<file path="config.mk">
export PLATFORM = sky130hd
export DESIGN_NAME = bcce_top
export DESIGN_NICKNAME = d
export VERILOG_FILES = /design/src/rtl/bcce_pkg.sv /design/src/rtl/bcce_i2c_slave.sv /design/src/rtl/bcce_top.sv
export SDC_FILE = /design/constraint.sdc
export NUM_CORES = 1
export LEC_CHECK = 0
export BUFFER_PORTS_ARGS = -buffer_cell sky130_fd_sc_hd__buf_4
export CAP_MARGIN = 30
export CORE_MARGIN = 2
export CORE_UTILIZATION = 40
export DETAILED_ROUTE_END_ITERATION = 10
export GPL_ROUTABILITY_DRIVEN = 0
export PLACE_DENSITY = 0.62
export SYNTH_ARGS = -nofsm -noshare
export SYNTH_HDL_FRONTEND = slang
export SYNTH_HIERARCHICAL = 1
export SYNTH_SLANG_ARGS = --single-unit
</file>
<file path="constraint.sdc">
create_clock -name clock -period 6.1 [get_ports clock]
set_clock_uncertainty 0.15 [all_clocks]
set_input_delay 0.305 -clock clock [delete_from_list [all_inputs] [get_ports clock]]
set_output_delay 0.305 -clock clock [all_outputs]
set_load 0.02 [all_outputs]
</file>
<file path="src/rtl/bcce_pkg.sv">
// Package of addresses, bit positions and reset values for the bay and clock control ports.
package bcce_pkg;

  // ----------------------------------------
  // Port addresses on the two private buses
  // ----------------------------------------
  localparam logic [6:0] ADDR_BAY1 = 7'h18;   // 8-bit form 0x30.
  localparam logic [6:0] ADDR_BAY2 = 7'h19;   // 8-bit form 0x32.
  localparam logic [6:0] ADDR_BAY3 = 7'h1a;   // 8-bit form 0x34.
  localparam logic [6:0] ADDR_BAY4 = 7'h1b;   // 8-bit form 0x36.
  localparam logic [6:0] ADDR_REAR = 7'h1c;   // 8-bit form 0x38.
  localparam logic [6:0] ADDR_CLK1 = 7'h1c;   // 8-bit form 0x38, on the other bus.
  localparam logic [6:0] ADDR_CLK2 = 7'h1d;   // 8-bit form 0x3a.
  localparam logic [6:0] ADDR_CLK3 = 7'h1e;   // 8-bit form 0x3c.

  // ----------------------------------------
  // Bit positions
  // ----------------------------------------
  localparam int BIT_BP_A = 0;
  localparam int BIT_BP_B = 1;
  localparam int BIT_BAY_CLK_LO = 2;
  localparam int BIT_LOAD_PWR = 0;
  localparam int BIT_LINK = 1;
  localparam int BIT_STBY_PWR = 2;
  localparam int BIT_BAY_EN = 3;
  localparam int BIT_LOAD_FLT = 4;
  localparam int BIT_ISO_RDY = 5;
  localparam int BIT_STBY_GOOD = 6;
  localparam int BIT_STBY_FLT = 7;
  localparam int BIT_R_ISO_RDY = 0;
  localparam int BIT_R_LINK = 1;
  localparam int BIT_R_PRESENT = 2;
  localparam int BIT_R_PANEL_RST = 3;
  localparam int BIT_R_REAR_MODULE_RESET_N = 4;
  localparam int BIT_R_IRQ = 5;

  // ----------------------------------------
  // Reset values and masks
  // ----------------------------------------
  localparam logic [7:0] CLK_RESET = 8'h00;    // All clocks off.
  localparam logic [7:0] CLK_MASK = 8'h3f;     // Bits 7:6 unused.
  localparam logic [7:0] BAY_RESET = 8'h0c;    // Load power on, standby off, isolated, disabled.
  localparam logic [7:0] BAY_OUT_MASK = 8'h0f;
  localparam logic [7:0] REAR_RESET = 8'h00;   // Link off, rear module held in reset.
  localparam logic [7:0] REAR_OUT_MASK = 8'h12;

  // Local management addresses by bay.
  localparam logic [7:0] GEO_ADDR [4] = '{8'h7a, 8'h7c, 8'h7e, 8'h80};

  // Byte engine states.
  typedef enum logic [2:0] {
    BCCE_IDLE = 3'b000,
    BCCE_ADDR = 3'b001,
    BCCE_AACK = 3'b010,
    BCCE_WDAT = 3'b011,
    BCCE_WACK = 3'b100,
    BCCE_RDAT = 3'b101,
    BCCE_RACK = 3'b110,
    BCCE_SKIP = 3'b111
  } bcce_state_e;

endpackage : bcce_pkg

</file>
<file path="src/rtl/bcce_i2c_slave.sv">
// Small byte-wide I2C slave engine that serves a set of one-byte ports.
`timescale 1ns/1ps
module bcce_i2c_slave #(
  parameter int NPORT = 5
) (
  input wire logic clock,
  input wire logic rst_n,
  input wire logic scl_in,
  input wire logic sda_in,
  output logic sda_oe,
  input wire logic [NPORT*7-1:0] port_addr,
  input wire logic [NPORT*8-1:0] port_rdata,
  output logic [NPORT-1:0] port_wr,
  output logic [7:0] wdata
);

  // A port count outside 1 to 8 is refused at elaboration.
  if (NPORT < 1 || NPORT > 8) begin : g_bad_nport
    $error("NPORT out of range");
  end

  bcce_pkg::bcce_state_e state;
  logic scl_d;
  logic sda_d;
  logic [7:0] shreg;
  logic [3:0] bitcnt;
  logic [NPORT-1:0] hit;
  logic [NPORT-1:0] sel;
  logic [7:0] rsel;
  logic is_read;
  logic scl_rise;
  logic scl_fall;
  logic start_c;
  logic stop_c;

  assign scl_rise = scl_in && !scl_d;
  assign scl_fall = !scl_in && scl_d;
  assign start_c = scl_in && scl_d && sda_d && !sda_in;
  assign stop_c = scl_in && scl_d && !sda_d && sda_in;

  // Address match per port; after eight bits the address sits in [7:1], R/W in [0].
  genvar g;
  generate
    for (g = 0; g < NPORT; g++) begin : g_hit
      assign hit[g] = (shreg[7:1] == port_addr[g*7 +: 7]);
    end
  endgenerate

  // Read data of the selected port.
  always_comb begin
    rsel = 8'h00;
    for (int i = 0; i < NPORT; i++) begin
      if (sel[i]) rsel = port_rdata[i*8 +: 8];
    end
  end

  // Line history for edge and condition detection.
  always_ff @(posedge clock or negedge rst_n) begin
    if (!rst_n) begin
      scl_d <= 1'b1;
      sda_d <= 1'b1;
    end else begin
      scl_d <= scl_in;
      sda_d <= sda_in;
    end
  end

  // Protocol engine; a start anywhere restarts it, so repeated start works.
  always_ff @(posedge clock or negedge rst_n) begin
    if (!rst_n) begin
      state <= bcce_pkg::BCCE_IDLE;
      shreg <= 8'h00;
      bitcnt <= 4'h0;
      sel <= '0;
      is_read <= 1'b0;
      sda_oe <= 1'b0;
      port_wr <= '0;
      wdata <= 8'h00;
    end else begin
      port_wr <= '0;
      if (start_c) begin
        state <= bcce_pkg::BCCE_ADDR;
        bitcnt <= 4'h0;
        sda_oe <= 1'b0;
      end else if (stop_c) begin
        state <= bcce_pkg::BCCE_IDLE;
        sda_oe <= 1'b0;
      end else begin
        unique case (state)
          bcce_pkg::BCCE_IDLE, bcce_pkg::BCCE_SKIP: begin
            sda_oe <= 1'b0;
          end
          bcce_pkg::BCCE_ADDR, bcce_pkg::BCCE_WDAT: begin
            if (scl_rise) begin
              shreg <= {shreg[6:0], sda_in};
              bitcnt <= bitcnt + 4'h1;
            end
            if (scl_fall && bitcnt == 4'h8) begin
              bitcnt <= 4'h0;
              if (state == bcce_pkg::BCCE_ADDR) begin
                if (|hit) begin
                  sel <= hit;
                  is_read <= shreg[0];
                  sda_oe <= 1'b1;
                  state <= bcce_pkg::BCCE_AACK;
                end else begin
                  state <= bcce_pkg::BCCE_SKIP;
                end
              end else begin
                wdata <= shreg;
                port_wr <= sel;
                sda_oe <= 1'b1;
                state <= bcce_pkg::BCCE_WACK;
              end
            end
          end
          bcce_pkg::BCCE_AACK, bcce_pkg::BCCE_WACK: begin
            if (scl_fall) begin
              if (is_read) begin
                shreg <= rsel;
                sda_oe <= !rsel[7];
                bitcnt <= 4'h1;
                state <= bcce_pkg::BCCE_RDAT;
              end else begin
                sda_oe <= 1'b0;
                state <= bcce_pkg::BCCE_WDAT;
              end
            end
          end
          bcce_pkg::BCCE_RDAT: begin
            if (scl_fall) begin
              if (bitcnt == 4'h8) begin
                sda_oe <= 1'b0;
                state <= bcce_pkg::BCCE_RACK;
              end else begin
                shreg <= {shreg[6:0], 1'b0};
                sda_oe <= !shreg[6];
                bitcnt <= bitcnt + 4'h1;
              end
            end
          end
          bcce_pkg::BCCE_RACK: begin
            if (scl_rise) begin
              if (sda_in) begin
                state <= bcce_pkg::BCCE_SKIP;
              end else begin
                state <= bcce_pkg::BCCE_AACK;
              end
            end
          end
        endcase
      end
    end
  end

endmodule : bcce_i2c_slave

</file>
<file path="src/rtl/bcce_top.sv">
// Bay and clock control ports: two I2C slaves serving eight one-byte ports.
`timescale 1ns/1ps
module bcce_top #(
  parameter int NBAY = 4
) (
  input wire logic clock,
  input wire logic rst_n,
  input wire logic clk_scl,
  input wire logic clk_sda_in,
  output logic clk_sda_out,
  output logic clk_sda_oe,
  input wire logic bay_scl,
  input wire logic bay_sda_in,
  output logic bay_sda_out,
  output logic bay_sda_oe,
  output logic bp_clock1_a_drive_en,
  output logic bp_clock1_b_drive_en,
  output logic bp_clock2_a_drive_en,
  output logic bp_clock2_b_drive_en,
  output logic bp_clock3_a_drive_en,
  output logic bp_clock3_b_drive_en,
  output logic [3:0] bay_clock1_en,
  output logic [3:0] bay_clock2_en,
  output logic [3:0] bay_clock3_en,
  output logic [3:0] bay_load_power_en_n,
  output logic [3:0] bay_mgmt_link_connect,
  output logic [3:0] bay_standby_power_en_n,
  output logic [3:0] bay_enable_n,
  input wire logic [3:0] bay_load_power_fault_n,
  input wire logic [3:0] bay_isolator_ready,
  input wire logic [3:0] bay_standby_power_good,
  input wire logic [3:0] bay_standby_power_fault_n,
  output logic [31:0] bay_geo_local_addr,
  input wire logic rear_isolator_ready,
  output logic rear_mgmt_link_connect,
  input wire logic rear_module_present_n,
  input wire logic rear_panel_reset_n,
  output logic rear_module_reset_n,
  input wire logic rear_module_irq_n
);

  // The port map serves exactly four bays, so any other count is refused at elaboration.
  if (NBAY != 4) begin : g_bad_nbay
    $error("NBAY must be 4");
  end

  // ----------------------------------------
  // Port storage
  // ----------------------------------------
  // Only writable bits are stored; unused and input bits never hold state.
  logic [7:0] clk_port [3];
  logic [7:0] bay_port [4];
  logic [7:0] rear_port;
  logic [2:0] clk_wr;
  logic [4:0] bay_wr;
  logic [7:0] clk_wdata;
  logic [7:0] bay_wdata;
  logic [23:0] clk_rdata;
  logic [39:0] bay_rdata;
  logic [20:0] clk_addrs;
  logic [34:0] bay_addrs;
  logic clk_oe;
  logic bay_oe;

  assign clk_addrs = {bcce_pkg::ADDR_CLK3, bcce_pkg::ADDR_CLK2, bcce_pkg::ADDR_CLK1};
  assign bay_addrs = {bcce_pkg::ADDR_REAR, bcce_pkg::ADDR_BAY4, bcce_pkg::ADDR_BAY3,
                      bcce_pkg::ADDR_BAY2, bcce_pkg::ADDR_BAY1};

  // ----------------------------------------
  // Slave engines, one per private bus
  // ----------------------------------------
  bcce_i2c_slave #(.NPORT(3)) u_clk_slave (
    .clock(clock),
    .rst_n(rst_n),
    .scl_in(clk_scl),
    .sda_in(clk_sda_in),
    .sda_oe(clk_oe),
    .port_addr(clk_addrs),
    .port_rdata(clk_rdata),
    .port_wr(clk_wr),
    .wdata(clk_wdata)
  );

  bcce_i2c_slave #(.NPORT(5)) u_bay_slave (
    .clock(clock),
    .rst_n(rst_n),
    .scl_in(bay_scl),
    .sda_in(bay_sda_in),
    .sda_oe(bay_oe),
    .port_addr(bay_addrs),
    .port_rdata(bay_rdata),
    .port_wr(bay_wr),
    .wdata(bay_wdata)
  );

  // Clock fan-out ports keep bits 5:0 and drop writes to 7:6.
  always_ff @(posedge clock or negedge rst_n) begin
    if (!rst_n) begin
      for (int i = 0; i < 3; i++) clk_port[i] <= bcce_pkg::CLK_RESET;
    end else begin
      for (int i = 0; i < 3; i++) begin
        if (clk_wr[i]) clk_port[i] <= clk_wdata & bcce_pkg::CLK_MASK;
      end
    end
  end

  // Bay ports store only their four control bits.
  always_ff @(posedge clock or negedge rst_n) begin
    if (!rst_n) begin
      for (int i = 0; i < 4; i++) bay_port[i] <= bcce_pkg::BAY_RESET;
    end else begin
      for (int i = 0; i < 4; i++) begin
        if (bay_wr[i]) bay_port[i] <= bay_wdata & bcce_pkg::BAY_OUT_MASK;
      end
    end
  end

  // Rear port stores the link connect and module reset bits.
  always_ff @(posedge clock or negedge rst_n) begin
    if (!rst_n) begin
      rear_port <= bcce_pkg::REAR_RESET;
    end else if (bay_wr[4]) begin
      rear_port <= bay_wdata & bcce_pkg::REAR_OUT_MASK;
    end
  end

  // ----------------------------------------
  // Read-back paths
  // ----------------------------------------
  // Clock ports read back what was written; bits 7:6 are already zero.
  always_comb begin
    for (int i = 0; i < 3; i++) clk_rdata[i*8 +: 8] = clk_port[i];
  end

  // Bay reads merge stored controls with live status inputs.
  // The isolator ready level is passed raw, since its polarity is not settled.
  genvar b;
  generate
    for (b = 0; b < 4; b++) begin : g_bay_rd
      assign bay_rdata[b*8 +: 8] = {bay_standby_power_fault_n[b],
                                    bay_standby_power_good[b],
                                    bay_isolator_ready[b],
                                    bay_load_power_fault_n[b],
                                    bay_port[b][3:0]};
    end
  endgenerate

  assign bay_rdata[39:32] = {2'b00,
                             rear_module_irq_n,
                             rear_port[bcce_pkg::BIT_R_REAR_MODULE_RESET_N],
                             rear_panel_reset_n,
                             rear_module_present_n,
                             rear_port[bcce_pkg::BIT_R_LINK],
                             rear_isolator_ready};

  // ----------------------------------------
  // Registered outputs
  // ----------------------------------------
  // Output pins are copied through one flop so every output is a register.
  always_ff @(posedge clock or negedge rst_n) begin
    if (!rst_n) begin
      bp_clock1_a_drive_en <= 1'b0;
      bp_clock1_b_drive_en <= 1'b0;
      bp_clock2_a_drive_en <= 1'b0;
      bp_clock2_b_drive_en <= 1'b0;
      bp_clock3_a_drive_en <= 1'b0;
      bp_clock3_b_drive_en <= 1'b0;
      bay_clock1_en <= 4'h0;
      bay_clock2_en <= 4'h0;
      bay_clock3_en <= 4'h0;
    end else begin
      bp_clock1_a_drive_en <= clk_port[0][bcce_pkg::BIT_BP_A];
      bp_clock1_b_drive_en <= clk_port[0][bcce_pkg::BIT_BP_B];
      bp_clock2_a_drive_en <= clk_port[1][bcce_pkg::BIT_BP_A];
      bp_clock2_b_drive_en <= clk_port[1][bcce_pkg::BIT_BP_B];
      bp_clock3_a_drive_en <= clk_port[2][bcce_pkg::BIT_BP_A];
      bp_clock3_b_drive_en <= clk_port[2][bcce_pkg::BIT_BP_B];
      bay_clock1_en <= clk_port[0][bcce_pkg::BIT_BAY_CLK_LO +: 4];
      bay_clock2_en <= clk_port[1][bcce_pkg::BIT_BAY_CLK_LO +: 4];
      bay_clock3_en <= clk_port[2][bcce_pkg::BIT_BAY_CLK_LO +: 4];
    end
  end

  // Bay control pins; reset leaves load power on, standby power off, every bay isolated and disabled.
  always_ff @(posedge clock or negedge rst_n) begin
    if (!rst_n) begin
      // Matches the stored reset bit, so the power pin does not toggle after reset.
      bay_load_power_en_n <= {4{bcce_pkg::BAY_RESET[bcce_pkg::BIT_LOAD_PWR]}};
      bay_mgmt_link_connect <= 4'h0;
      bay_standby_power_en_n <= 4'hf;
      bay_enable_n <= 4'hf;
      bay_geo_local_addr <= 32'h0;
    end else begin
      for (int i = 0; i < 4; i++) begin
        bay_load_power_en_n[i] <= bay_port[i][bcce_pkg::BIT_LOAD_PWR];
        bay_mgmt_link_connect[i] <= bay_port[i][bcce_pkg::BIT_LINK];
        bay_standby_power_en_n[i] <= bay_port[i][bcce_pkg::BIT_STBY_PWR];
        bay_enable_n[i] <= bay_port[i][bcce_pkg::BIT_BAY_EN];
        bay_geo_local_addr[i*8 +: 8] <= bcce_pkg::GEO_ADDR[i];
      end
    end
  end

  // Rear pins and the open-drain data lines.
  always_ff @(posedge clock or negedge rst_n) begin
    if (!rst_n) begin
      rear_mgmt_link_connect <= 1'b0;
      rear_module_reset_n <= 1'b0;
      clk_sda_out <= 1'b0;
      clk_sda_oe <= 1'b0;
      bay_sda_out <= 1'b0;
      bay_sda_oe <= 1'b0;
    end else begin
      rear_mgmt_link_connect <= rear_port[bcce_pkg::BIT_R_LINK];
      rear_module_reset_n <= rear_port[bcce_pkg::BIT_R_REAR_MODULE_RESET_N];
      clk_sda_out <= 1'b0;
      clk_sda_oe <= clk_oe;
      bay_sda_out <= 1'b0;
      bay_sda_oe <= bay_oe;
    end
  end

endmodule : bcce_top

</file>
== Yosys cells after proc, flatten, opt, wreduce, memory -nomap -nowiden ==
Cells that the tools add are included.

* Reductions and logical operators: 58
* Eq/ne operators: 58
* Muxes and demuxes: 92
* Add/subtract/negate cells: 2
* Bitwise gates (word level): 6

{| class="wikitable"
|+ Operators by type and width
! kind !! number
|-
| $mux 8 || 17
|-
| $mux 3 || 27
|-
| $mux 4 || 16
|-
| $eq 7x5->1 const B || 8
|-
| $ne 4x1->1 const B || 12
|-
| $pmux 8 s3 || 2
|-
| $mux 5 || 5
|-
| $eq 3x3->1 const B || 8
|-
| $pmux 3 s4 || 2
|-
| $pmux 4 s3 || 2
|-
| $reduce_and 6->1 || 4
|-
| $reduce_bool 6->1 || 4
|-
| $ne 2x1->1 const B || 10
|-
| $reduce_and 5->1 || 4
|-
| $mux 1 || 18
|-
| $ne 3x1->1 const B || 6
|-
| $logic_and 1x1->1 || 16
|-
| $reduce_and 8->1 || 2
|-
| $reduce_and 7->1 || 2
|-
| $eq 3x2->1 const B || 4
|-
| $logic_not 1->1 || 12
|-
| $reduce_or 2->1 || 6
|-
| $ne 5x3->1 const B || 2
|-
| $add 4x1->4 const B || 2
|-
| other kinds (12) || 25
|}

* Output and inout port bits: 72
* Register bits after elaboration: 140

== Longest topological paths before layout ==
* Depth after elaboration: 11
* Depth in mapped cells: 8

== Modules after synthesis ==
The synthesis kept the hierarchy.

{| class="wikitable"
|+ Modules (own cells, without submodules)
! module !! instances !! area an instance (sq um) !! sequential area each (sq um) !! cells each
|-
| bcce_i2c_slave at u_bay_slave || 1 || 2708.8 || 928.4 || 292
|-
| bcce_top || 1 || 2658.8 || 1896.8 || 149
|-
| bcce_i2c_slave at u_clk_slave || 1 || 2210.9 || 828.3 || 240
|}

== Worst setup path before layout ==
OpenSTA, ideal clock, no wires.

* Path type: reg-to-reg
* Start point: register u_bay_slave.bitcnt[0]
* End point: register u_bay_slave.wdata[0]
* Required time: 5825 ps
* Setup time: 125 ps
* Cell stages (with the launch flop): 9
* Path buffers: 2
* Arrival time: 1829 ps
* Period minus slack after synthesis: 2104 ps
* Setup slack: 3996 ps
* Cell sequence: dfrtp_1 -> inv_1 -> ha_1 -> and3b_1 -> and2_4 -> and4_1 -> clkbuf_1 -> buf_2 -> mux2_2

* Longest elaborated chain between the ends: 3

{| class="wikitable"
|+ RTL lines
! what !! line !! source
|-
| from (decl) || bcce_i2c_slave.sv:26 || <nowiki>logic [3:0] bitcnt;</nowiki>
|-
| from (signal assigned) || bcce_i2c_slave.sv:96 || <nowiki>bitcnt <= bitcnt + 4'h1;</nowiki>
|-
| from (signal assigned) || bcce_i2c_slave.sv:138 || <nowiki>bitcnt <= bitcnt + 4'h1;</nowiki>
|-
| $eq 4x4->1 || bcce_i2c_slave.sv:98 || <nowiki>if (scl_fall && bitcnt == 4'h8) begin</nowiki>
|-
| $logic_and 1x1->1 || bcce_i2c_slave.sv:98 ||
|-
| $reduce_and 5->1 (no source line) || -- ||
|-
| to (signal assigned) || bcce_i2c_slave.sv:110 || <nowiki>wdata <= shreg;</nowiki>
|-
| to (decl) || bcce_i2c_slave.sv:14 || <nowiki>output logic [7:0] wdata</nowiki>
|}

No other way between the ends.
A chain may end at the register's enable or synchronous reset.

== Worst setup path in the final report ==
* Start point: register u_bay_slave.state[0]
* End point: register u_bay_slave.shreg[5]

* Longest elaborated chain between the ends: 4

{| class="wikitable"
|+ RTL lines
! what !! line !! source
|-
| from (decl) || bcce_i2c_slave.sv:22 || <nowiki>bcce_pkg::bcce_state_e state;</nowiki>
|-
| from (signal assigned) || bcce_i2c_slave.sv:71 || <nowiki>state <= bcce_pkg::BCCE_IDLE;</nowiki>
|-
| from (signal assigned) || bcce_i2c_slave.sv:82 || <nowiki>state <= bcce_pkg::BCCE_ADDR;</nowiki>
|-
| from (signal assigned) || bcce_i2c_slave.sv:86 || <nowiki>state <= bcce_pkg::BCCE_IDLE;</nowiki>
|-
| $eq 3x2->1 (tied with other cells) || bcce_i2c_slave.sv:89 || <nowiki>unique case (state)</nowiki>
|-
| $reduce_or 2->1 || bcce_i2c_slave.sv:89 ||
|-
| $ne 2x1->1 (no source line) or $reduce_bool 3->1 (tied branches) || -- ||
|-
| $reduce_and 8->1 (no source line) || -- ||
|-
| to (signal assigned) || bcce_i2c_slave.sv:95 || <nowiki>shreg <= {shreg[6:0], sda_in};</nowiki>
|-
| to (signal assigned) || bcce_i2c_slave.sv:120 || <nowiki>shreg <= rsel;</nowiki>
|-
| to (signal assigned) || bcce_i2c_slave.sv:136 || <nowiki>shreg <= {shreg[6:0], 1'b0};</nowiki>
|-
| to (decl) || bcce_i2c_slave.sv:25 || <nowiki>logic [7:0] shreg;</nowiki>
|}

Several ways; a longest one is shown, not always the timed one.

==> results.txt <==
The tool flagged a number of max-cap violations equal to 0. Among all stages on the critical path, the largest delay is contributed by sky130_fd_sc_hd__dfrtp_1. The transition at the pin with the smallest max-transition slack came out at 789 ps. For the initial antenna violation count, the log shows 0. The worst-case vdd ir drop is 0.217 mV, and the final hold violation count is 0. Power after layout: 3.24 mW. Total die area: 19600 sq um. Setup repair after global routing left no endpoint under its margin. Pin placement for this block handled 98 I/O pins.

After layout, the worst path uses 43.0% of the clock period. Clock-pin slew was measured on the worst setup and hold paths at 60 ps. In this run the mean area of a mapped cell was 11.0 sq um. Counting the buffers created by CTS gives 17. For the arrival time of data at the critical path endpoint, the log shows 2770 ps. The post-route netlist has 25.2% of its cells at a drive strength greater than 1. X dimension of the die: 140 um. Detailed routing inserted a total of 5032 vias. Starting density of the core: 41.0%.

The run finished with clean final reports. The largest single stage delay on the critical path is 850 ps. TritonCTS built the clock tree. During placement, the flow inserted port buffers numbering 80.

The H-tree was split into 4 levels. For the worst-skew pair, the clock arrives at the later sink with an insertion delay of 410 ps. Kind of end point of the critical path: a register.

Summed over all layers, the global routing overflow is 0. Type of the setup path with the least slack: register to register. The logs give 49 for the count of standard-cell rows and 0 for the number of gates given a new drive strength after cts. The height of the die works out to 140 um. For the final routed database, the setup TNS stands at 0 ps.

Final hold slack: 174 ps. Once detailed placement completed, the half-perimeter wirelength came to 10700 um. Measured against its own limit, the worst slew margin works out to 47.4%. The worst hold-check path type is primary input to register. The tools report the maximum frequency from static timing analysis as 381 MHz.

In the global route stage, overall resource usage came out at 16.4%. The library cells used most frequently in the layout, excluding fill and tap cells, are sky130_fd_sc_hd__dfrtp_1, sky130_fd_sc_hd__conb_1, sky130_fd_sc_hd__buf_4, sky130_fd_sc_hd__mux2_2, sky130_fd_sc_hd__a21oi_1. The first global-routing pass estimated 26000 um of wire.

The maximum number of buffers from clock root to sink is 2. Traced cell by cell, the critical path runs through nor2b_1 -> a22oi_1 -> nand2b_1 -> a211oi_4 -> mux2_2. The library cell used most frequently in the layout, excluding fill and tap cells, is sky130_fd_sc_hd__dfrtp_1. Setup violations remaining at the end of the flow were counted as 0. Summing every instance area after synthesis gives 7400 sq um. The count of synthesis-stage warnings from yosys was 6. At the end of the flow, the number of nets in the layout was 811. Power spread over the standard cell area amounts to 371 nW/um^2. In the routed design, unresolved DRC markers number 0. The relative area change from synthesis to final layout came out at 18.1%. The number of fill cells is 1651, and the required time at the endpoint of the critical path is 6250 ps.

The top fanout value on the critical path is 29. The logs give 671 for the synthesized instance count and 0 for the total count of max-transition violations in the final report. Dividing the detail-routed via count by the number of cells gives 4.92. The first detailed-routing pass took 5 iterations. STA classifies the critical path startpoint as a register. After detailed routing, the average wire length per cell comes to 15.0 um. The routed design has 15300 um of wire. The tools report the via count of the first global-routing pass as 4946. Entering global routing, the biggest net connects 87 pins. The count of clock tree sinks was 140.

For the placeable core region, the log shows 18000 sq um. Subtracting the final worst setup slack from the clock period gives 2620 ps. For the total inserted antenna cells, the log shows 0.

In this run the clock root is driven by a sky130_fd_sc_hd__clkbuf_16. The number of antenna-violating nets in the routed design is 0. In this run, the number of DRC markers left after iteration 0 of detailed routing was 310. For the leakage power of the design, the log shows 4.07 nW.
layout make-up:
cell class / instances / area (sq um) / share of cell area [%]
Clock buffer: 21 / 450 / 5.15
Tap cell: 229 / 287 / 3.28
Inverter: 21 / 78.8 / 0.902
Multi-Input combinational cell: 515 / 3590 / 41.1
Clock inverter: 11 / 145 / 1.66
Sequential cell: 140 / 3530 / 40.4
Timing Repair Buffer: 86 / 662 / 7.57
path summary, 6_finish.rpt:
kind                                                  start  slack [ps]                                  end  depth (start not counted)
setup / recovery           u_bay_slave/state[0]$_DFFE_PN0P_        3480     u_bay_slave/shreg[5]$_DFFE_PN0P_                          5
hold / removal                    bay_standby_power_good[3]         170     u_bay_slave/shreg[6]$_DFFE_PN0P_                          4
setup reg to reg           u_bay_slave/state[0]$_DFFE_PN0P_        3480     u_bay_slave/shreg[5]$_DFFE_PN0P_                          5
hold reg to reg                     bay_port[2]$_DFFE_PN1P_         230  bay_standby_power_en_n[3]$_DFF_PN1_                          0
max in group asynchronous                             rst_n        4220     u_clk_slave/port_wr[2]$_DFF_PN0_                          3
min in group asynchronous                             rst_n         370       u_bay_slave/sel[4]$_DFFE_PN0P_                          2
report_power, final:
| group | switching [mW] | internal (mW) |
|---|---|---|
| logic | 0.465 | 0.434 |
| registers | 0.264 | 1.04 |
| clock network | 0.384 | 0.654 |
| total | 1.11 | 2.13 |
critical path: cells and delay by family (launching register included):
family	cells	cell delay, ps
compound gates	2	640
flops	1	850
mux	1	400
simple gates	2	450
flip-flops by register name, indices dropped and copies added, names as in the netlist, 5 cells and up:
name and count:
u_bay_slave/sel 5, u_clk_slave/shreg 8, u_clk_slave/wdata 6, bay_port 16
u_bay_slave/shreg 8, clk_port 18, u_bay_slave/wdata 5, u_bay_slave/port_wr 5
layer usage:
| metal | track usage, % | share of wire [%] | vias up |
|---|---|---|---|
| met1 | 23.0 | 48 | 2412 |
| met4 | 3.84 | 0.78 | 0 |
| met2 | 25.9 | 47 | 110 |
| li1 | - | - | 2500 |
| met3 | 4.03 | 4.2 | 10 |
| met5 | 0 | 0 | - |
timing repair:
item | CTS | global route
hold endpoints to repair | 69 | 0
setup buffers | 0 | 0
endpoints found under the setup margin | 0 | 0
hold buffers | 5 | 0
metrics by stage:
| stage | instances | setup WS, ps | util (%) | area [sq um] |
|---|---|---|---|---|
| floorplan | 751 | 4020 | - | 7700 |
| global placement | 986 | 3570 | 44.9 | 8090 |
| detailed placement | 986 | 3520 | 44.9 | 8090 |
| CTS | 1023 | 3510 | 48.5 | 8740 |
| global route | 1023 | 3340 | 48.5 | 8740 |
| finish | 1023 | 3480 | 48.5 | 8740 |
No activity file was read; power rests on OpenSTA's default activity.
